$ cat src/design/cfs_pkg.sv
// Purpose: shared constants and types for the calibration flash sequencer
// Assumes: one 32-bit word per register, word-indexed register port
// Notes: pattern memory sits in the upper half of the index space
package cfs_pkg;
  // ----------------------------------------
  // register index map
  // ----------------------------------------
  localparam int CFS_AW = 9;
  localparam logic [8:0] CFS_IDX_CTRL = 9'h000;
  localparam logic [8:0] CFS_IDX_MATCH = 9'h001;
  localparam logic [8:0] CFS_IDX_CPU = 9'h002;
  localparam logic [8:0] CFS_IDX_LAST_LO = 9'h003;
  localparam logic [8:0] CFS_IDX_LAST_HI = 9'h004;
  localparam logic [8:0] CFS_IDX_SYS_LO = 9'h005;
  localparam logic [8:0] CFS_IDX_SYS_HI = 9'h006;
  localparam int CFS_PAT_SEL_BIT = 8;
  // ----------------------------------------
  // control word fields
  // ----------------------------------------
  localparam int CFS_EN_LSB = 0;
  localparam int CFS_NSRC = 6;
  localparam int CFS_MODE_LSB = 12;
  localparam int CFS_OFS_LSB = 16;
  localparam int CFS_RATE_LSB = 24;
  localparam logic [31:0] CFS_CTRL_MASK = 32'h1F0F703F;
  localparam logic [31:0] CFS_CTRL_RESET = 32'h00000000;
  localparam logic [2:0] CFS_MODE_OFF = 3'h0;
  localparam logic [2:0] CFS_MODE_PERIODIC = 3'h1;
  localparam logic [2:0] CFS_MODE_MATCH = 3'h2;
  localparam logic [2:0] CFS_MODE_CPU = 3'h3;
  localparam logic [7:0] CFS_CPU_KEY = 8'hA5;
  localparam logic [5:0] CFS_RATE_TOP_BIT = 6'h1A;
  // ----------------------------------------
  // timing
  // ----------------------------------------
  localparam int CFS_PIPE_LEN = 16;
  localparam int CFS_FLASH_TAP = 8;
  localparam logic [47:0] CFS_STAMP_LEAD = 48'h000000000008;
  localparam int CFS_PAT_DEPTH = 256;
  localparam logic [7:0] CFS_PAT_LAST = 8'hFF;
  // ----------------------------------------
  // carriers
  // ----------------------------------------
  typedef struct packed {
    logic wr;
    logic rd;
    logic [8:0] addr;
    logic [31:0] wdata;
  } cfs_req_t;
  typedef struct packed {
    logic valid;
    logic [31:0] data;
  } cfs_rsp_t;
  typedef struct packed {
    logic pulser;
    logic led;
    logic flasher;
    logic digitizer_launch;
    logic fe_ladder_valid;
    logic dig_ladder_valid;
    logic [7:0] ladder_sample;
  } cfs_out_t;
endpackage

$ cat src/design/cfs_sequencer.sv
// Purpose: schedules calibration source flashes and the forced digitizer launch
// Assumes: one clock for systime and registers; register port from the cpu bridge
// Notes: one pattern sample per clock; flash lags the detected instant by a fixed pipe
//
// Summary of operation
// - six source enable bits, control bits 5..0
// - three-bit scheduling field, four settings decoded
// - disabled setting never fires any source
// - periodic fires on rising systime bit 26-rate
// - five-bit rate field sets power-of-two period
// - time match fires once on low-word equality
// - match ignores upper sixteen systime bits
// - cpu setting fires on key write only
// - four-bit signed launch offset, minus8 to 7
// - flash fixed; only digitizer launch shifts
// - dark source launches digitizer without pulsers
// - pulser, led and flasher fire together; ladder streams start one cycle later
// - ladder firing streams all 256 pattern entries
// - flash time captured into low/high registers
// - physical flash two cycles after stamp
// - 48-bit systime readable as low/high words
`timescale 1ns/1ps
module cfs_sequencer
(
  // clock and reset
  input wire logic clock,
  input wire logic resetn,
  // register port
  input cfs_pkg::cfs_req_t req,
  output cfs_pkg::cfs_rsp_t rsp,
  // calibration outputs
  output cfs_pkg::cfs_out_t cal
);
  import cfs_pkg::*;

  // ----------------------------------------
  // state
  // ----------------------------------------
  typedef struct packed {
    logic [31:0] ctrl;
    logic [31:0] match;
    logic [47:0] systime;
    logic [47:0] last_time;
    logic armed;
    logic [2:0] prev_mode;
    logic prev_bit;
    logic [CFS_NSRC-1:0] src;
    logic [CFS_PIPE_LEN-1:0] pipe;
    logic ladder_run;
    logic [7:0] ladder_idx;
    logic fe_run;
    logic dig_run;
    cfs_rsp_t rsp;
    cfs_out_t out;
    logic [CFS_PAT_DEPTH-1:0][7:0] pat;
  } cfs_state_t;

  cfs_state_t s_q;
  cfs_state_t s_d;
  logic [2:0] mode;
  logic [4:0] rate;
  logic [3:0] ofs;
  logic [5:0] bit_sel;
  logic cur_bit;
  logic fire;
  logic [CFS_NSRC-1:0] en;
  logic [3:0] launch_tap;

  assign rsp = s_q.rsp;
  assign cal = s_q.out;

  always_comb
  begin
    s_d = s_q;
    en = s_q.ctrl[CFS_EN_LSB +: CFS_NSRC];
    mode = s_q.ctrl[CFS_MODE_LSB +: 3];
    ofs = s_q.ctrl[CFS_OFS_LSB +: 4];
    rate = s_q.ctrl[CFS_RATE_LSB +: 5];
    fire = 1'b0;
    // ----------------------------------------
    // system time
    // ----------------------------------------
    s_d.systime = s_q.systime + 48'h000000000001;
    // ----------------------------------------
    // periodic edge detect
    // ----------------------------------------
    // rates above 26 would select below bit 0; clamp rather than wrap
    if (rate > 5'h1A)
    begin
      bit_sel = 6'h00;
    end
    else
    begin
      bit_sel = CFS_RATE_TOP_BIT - {1'b0, rate};
    end
    cur_bit = s_q.systime[bit_sel];
    s_d.prev_bit = cur_bit;
    // ----------------------------------------
    // scheduling
    // ----------------------------------------
    s_d.prev_mode = mode;
    if (mode == CFS_MODE_MATCH && s_q.prev_mode != CFS_MODE_MATCH)
    begin
      s_d.armed = 1'b1;
    end
    else if (mode != CFS_MODE_MATCH)
    begin
      s_d.armed = 1'b0;
    end
    case (mode)
      CFS_MODE_PERIODIC:
      begin
        fire = cur_bit && !s_q.prev_bit;
      end
      CFS_MODE_MATCH:
      begin
        if (s_q.armed && s_q.match == s_q.systime[31:0])
        begin
          fire = 1'b1;
          s_d.armed = 1'b0;
        end
      end
      CFS_MODE_CPU:
      begin
        fire = req.wr && req.addr == CFS_IDX_CPU && req.wdata[7:0] == CFS_CPU_KEY;
      end
      default:
      begin
        fire = 1'b0;
      end
    endcase
    if (fire && en == '0)
    begin
      fire = 1'b0;
    end
    // ----------------------------------------
    // flash pipeline
    // ----------------------------------------
    // the flash is delayed so that a negative offset can launch before it
    s_d.pipe = {s_q.pipe[CFS_PIPE_LEN-2:0], fire};
    if (fire)
    begin
      s_d.src = en;
      s_d.last_time = s_q.systime + CFS_STAMP_LEAD;
    end
    launch_tap = ofs + 4'h8;
    s_d.out.pulser = s_q.pipe[CFS_FLASH_TAP] && s_q.src[1];
    s_d.out.led = s_q.pipe[CFS_FLASH_TAP] && s_q.src[2];
    s_d.out.flasher = s_q.pipe[CFS_FLASH_TAP] && s_q.src[3];
    s_d.out.digitizer_launch = s_q.pipe[launch_tap];
    // ----------------------------------------
    // ladder streaming
    // ----------------------------------------
    if (s_q.pipe[CFS_FLASH_TAP] && (s_q.src[4] || s_q.src[5]))
    begin
      s_d.ladder_run = 1'b1;
      s_d.ladder_idx = 8'h00;
      s_d.fe_run = s_q.src[4];
      s_d.dig_run = s_q.src[5];
    end
    else if (s_q.ladder_run)
    begin
      s_d.ladder_idx = s_q.ladder_idx + 8'h01;
      if (s_q.ladder_idx == CFS_PAT_LAST)
      begin
        s_d.ladder_run = 1'b0;
      end
    end
    s_d.out.fe_ladder_valid = s_q.ladder_run && s_q.fe_run;
    s_d.out.dig_ladder_valid = s_q.ladder_run && s_q.dig_run;
    s_d.out.ladder_sample = s_q.ladder_run ? s_q.pat[s_q.ladder_idx] : 8'h00;
    // ----------------------------------------
    // register writes
    // ----------------------------------------
    if (req.wr)
    begin
      if (req.addr[CFS_PAT_SEL_BIT])
      begin
        s_d.pat[req.addr[7:0]] = req.wdata[7:0];
      end
      else if (req.addr == CFS_IDX_CTRL)
      begin
        s_d.ctrl = req.wdata & CFS_CTRL_MASK;
      end
      else if (req.addr == CFS_IDX_MATCH)
      begin
        s_d.match = req.wdata;
      end
    end
    // ----------------------------------------
    // register reads
    // ----------------------------------------
    s_d.rsp.valid = req.rd;
    s_d.rsp.data = 32'h00000000;
    if (req.rd)
    begin
      if (req.addr[CFS_PAT_SEL_BIT])
      begin
        s_d.rsp.data = {24'h000000, s_q.pat[req.addr[7:0]]};
      end
      else if (req.addr == CFS_IDX_CTRL)
      begin
        s_d.rsp.data = s_q.ctrl;
      end
      else if (req.addr == CFS_IDX_MATCH)
      begin
        s_d.rsp.data = s_q.match;
      end
      else if (req.addr == CFS_IDX_LAST_LO)
      begin
        s_d.rsp.data = s_q.last_time[31:0];
      end
      else if (req.addr == CFS_IDX_LAST_HI)
      begin
        s_d.rsp.data = {16'h0000, s_q.last_time[47:32]};
      end
      else if (req.addr == CFS_IDX_SYS_LO)
      begin
        s_d.rsp.data = s_q.systime[31:0];
      end
      else if (req.addr == CFS_IDX_SYS_HI)
      begin
        s_d.rsp.data = {16'h0000, s_q.systime[47:32]};
      end
      else
      begin
        s_d.rsp.data = 32'h00000000;
      end
    end
  end

  always_ff @(posedge clock or negedge resetn)
  begin
    if (!resetn)
    begin
      s_q <= '0;
    end
    else
    begin
      s_q <= s_d;
    end
  end
endmodule

$ cat config.mk
export PLATFORM = sky130hd
export DESIGN_NAME = cfs_sequencer
export DESIGN_NICKNAME = d
export VERILOG_FILES = /design/src/design/cfs_pkg.sv /design/src/design/cfs_sequencer.sv
export SDC_FILE = /design/constraint.sdc
export NUM_CORES = 2
export LEC_CHECK = 0
export BUFFER_PORTS_ARGS = -buffer_cell sky130_fd_sc_hd__buf_4
export CORE_ASPECT_RATIO = 1.4
export CORE_MARGIN = 2
export CORE_UTILIZATION = 58
export CTS_CLUSTER_SIZE = 8
export DETAILED_ROUTE_END_ITERATION = 12
export PLACE_DENSITY = 0.77
export SLEW_MARGIN = 40
export SYNTH_ARGS = -nofsm -noshare
export SYNTH_HDL_FRONTEND = slang
export SYNTH_SLANG_ARGS = --single-unit
$ cat constraint.sdc
create_clock -name clock -period 2.8 [get_ports clock]
set_input_delay 0.14 -clock clock [delete_from_list [all_inputs] [get_ports clock]]
set_output_delay 0.14 -clock clock [all_outputs]
set_load 0.005 [all_outputs]
==> results.ini <==
[synth]
synth_top_area_share_pct=47.21
synth_top_cell_by_area=dfrtp_1
ys_types=71
synthArstFlopShare_pct=100.0
yosysMostFrequentCell=dfrtp_1
synth-edff-count=0
ys_seq_area_share_pct=47.21
synth_area_um2=120700
yosys-top-cells-area=dfrtp_1, mux4_2, mux2_2
netlist_instances=7852
synth_nets=7901
synth_ff_type=dfrtp_1
synthTopCellsByCount=dfrtp_1, mux2_2, mux4_2
synth-seq-cells=2278
synth.avg_cell_area_um2=15.38
yosys_warnings=0

[detailed_routing]
top_layer=met5
vias=84810
drtIter0Drc=9963
wl_met2_um=204700
drc=0
detail_route.wl_per_cell_um=37.61
viasPerCell=7.285
dr.pass1.iters=6
wl_met1_um=143100
wl_met3_um=44660
drtAntennaViolNets=0
drt-total-wl_um=437800

[critical_path]
worstSetupEndpointType=flop
critPathMaxFanout=12
timing.rr.start=s_q[2097]$_DFFE_PN0P_
critPathLaunch=s_q[2097]$_DFFE_PN0P_
regToRegSetupSlack_ps=-350
cp-start-kind=flop
reg2reg_depth=12
reg2reg_to=cal[6]$_DFF_PN0_
cp.required_ps=3580
worst-setup-path-type=flop to flop
cp.arrival_ps=3930

[clock_tree]
insertion_delay_ps=920
clock_sinks=2278
htree_levels=5
cts_tree=built
cts-buffers-inserted=326
clockBufferDepth=4
root_buffer=clkbuf_16
path_clk_slew_ps=50

[layout]
nNetsFinal=8957
syn_to_final_growth_pct=20.67
fillerInstances=13000
regArea_um2=57030
multi_input_area_um2=61440
post_route_cells_drive_above_1_share_pct=60.36
final_cell_area_um2=145700

[hold_path]
hold_start=req[4]
whs_endpoint=s_q[4]$_DFFE_PN0P_
hp-class=primary input to flop
worstHoldPathCells=3

[placed_design]
hpwl_um=298200
gp_congestion=1.011
numPortBuffers=91
placed_area_um2=134300

[timing]
rsz0062_at_grt=yes
finalMaxSlewViolations=0
setup_violations=65
hold_viol=0
fin_crit_sh_pct=112.5
tightest_slew_ps=1052
period_needed_ps=3149
fin_skew_ps=67.21
final.setup.worst_slack_ps=-348.7
slew_headroom_pct=29.86
tns_ps=-14110
max_freq_ghz=0.3176

[floorplanning]
die_area_um2=211900
std_cell_rows=198
die_w_um=389.6
io_pins=92
die_h_um=543.9
start_util_pct=58.23
core_area_um2=207400

[grt]
antenna_found_initial=27
grt_pass1_vias=88990
grt.total_usage_pct=41.61
grt-ovfl-total=0
grt_max_degree=168
grt_first_pass_wirelength_um=633200

[status]
status=complete, but fails checks
violations=negative setup slack

[power]
powerDensity_nw_per_um2=515.9
ir_worst_vdd_v=0.0005067
total_power_w=0.07517
leakage_nw=66.22

[flow_run]
cap_violations=0

worst max-delay path, cell delays in order, from the launching register on:
cell	delay (ps)
dfrtp_4	450
buf_12	150
buf_16	200
buf_16	160
buf_4	160
buf_12	170
mux4_2	530
a22oi_2	280
a21oi_4	140
nor4_4	330
buf_4	180
o22ai_2	60
o21a_1	210
final cells by class:
class	instances	share of cell area (%)
inverter	12	0.03091
antenna	11	0.01889
tap	2700	2.318
timing repair buffer	1466	10.49
clock inverter	16	0.1589
clock buffer	335	5.680
multi-input combinational	4824	42.17
sequential	2278	39.14
per-stage QoR:
step	hold slack [ps]	setup WS (ps)	utilization (%)	cells
floorplan	-155.6	2.412	-	7852
global placement	125.4	-917.0	64.69	11150
detailed placement	123.7	-833.3	64.74	11150
CTS	23.32	-271.2	69.97	11610
global route	24.07	-346.1	70.26	11630
finish	20.94	-348.7	70.27	11640
layout by cell type (no fill, tap or decap), drive strengths merged, types with 15 or more instances in the layout:
cell type | Yosys | layout
nand3 | 64 | 64
xnor2 | 77 | 77
inv | 12 | 24
a211oi | 34 | 34
dfrtp | 2278 | 2278
and2 | 17 | 17
nand4 | 38 | 38
nor3 | 28 | 28
a21oi | 94 | 94
nor2b | 46 | 46
a31oi | 19 | 19
mux4 | 1176 | 1176
nor2 | 250 | 250
o21ai | 39 | 39
a22oi | 129 | 129
a221oi | 15 | 15
nand2 | 225 | 225
buf | 288 | 1414
xor2 | 51 | 51
nor4 | 31 | 31
and3 | 20 | 20
dlygate4sd3 | 0 | 37
mux2 | 2173 | 2173
o22ai | 37 | 37
clkbuf | 450 | 346
mux2i | 133 | 133
a32oi | 15 | 15
worst max-delay path by stage:
stage / endpoint / slack, ps / cells after the start
2_1_floorplan: s_q[2144]$_DFFE_PN0P_ / 2 / 10
5_1_grt: cal[6]$_DFF_PN0_ / -350 / 12
3_5_place_dp: rsp[5]$_DFF_PN0_ / -830 / 12
3_3_place_gp: rsp[4]$_DFF_PN0_ / -920 / 13
6_report: cal[6]$_DFF_PN0_ / -350 / 12
4_1_cts: s_q[2170]$_DFFE_PN0P_ / -270 / 12
kinds of logic (layout without fill, tap and decap cells):
logic type	Yosys count	count (layout)	share of synthesized area, %
xor+xnor	128	128	0.9347
other cells	0	11	0
buf+inv	750	1829	2.832
fa+ha+maj	4	4	0.04145
compound gates	440	440	2.502
simple gates	770	770	3.132
flops	2278	2278	47.21
mux	3482	3482	43.35
flip-flops by register name, summed over array words and instances (netlist names):
name and flops:
rate 5, cal 14, mode 3, ofs 4, rsp 33, s_q 2198
s_d 15, en 6
layer usage:
layer	track usage (%)	up-vias
met5	0	-
met4	33.69	28
met3	11.21	1877
met2	64.75	5571
met1	48.92	44880
li1	-	32450
where the power goes:
part           internal (W)  switching [W]  total, W
Clock                0.0207         0.0144    0.0351
Combinational       0.00240        0.00321   0.00561
Sequential           0.0338       0.000670    0.0345
timing repair:
action / CTS / global route
endpoints found under the setup margin: 64 / 74
hold endpoints to repair: 1974 / 0
hold buffers: 37 / 0
pin swaps: 44 / 28
setup buffers: 56 / 29
resized for setup: 190 / 94
cloned: 16 / 4
(Power assumes the default switching activity.)
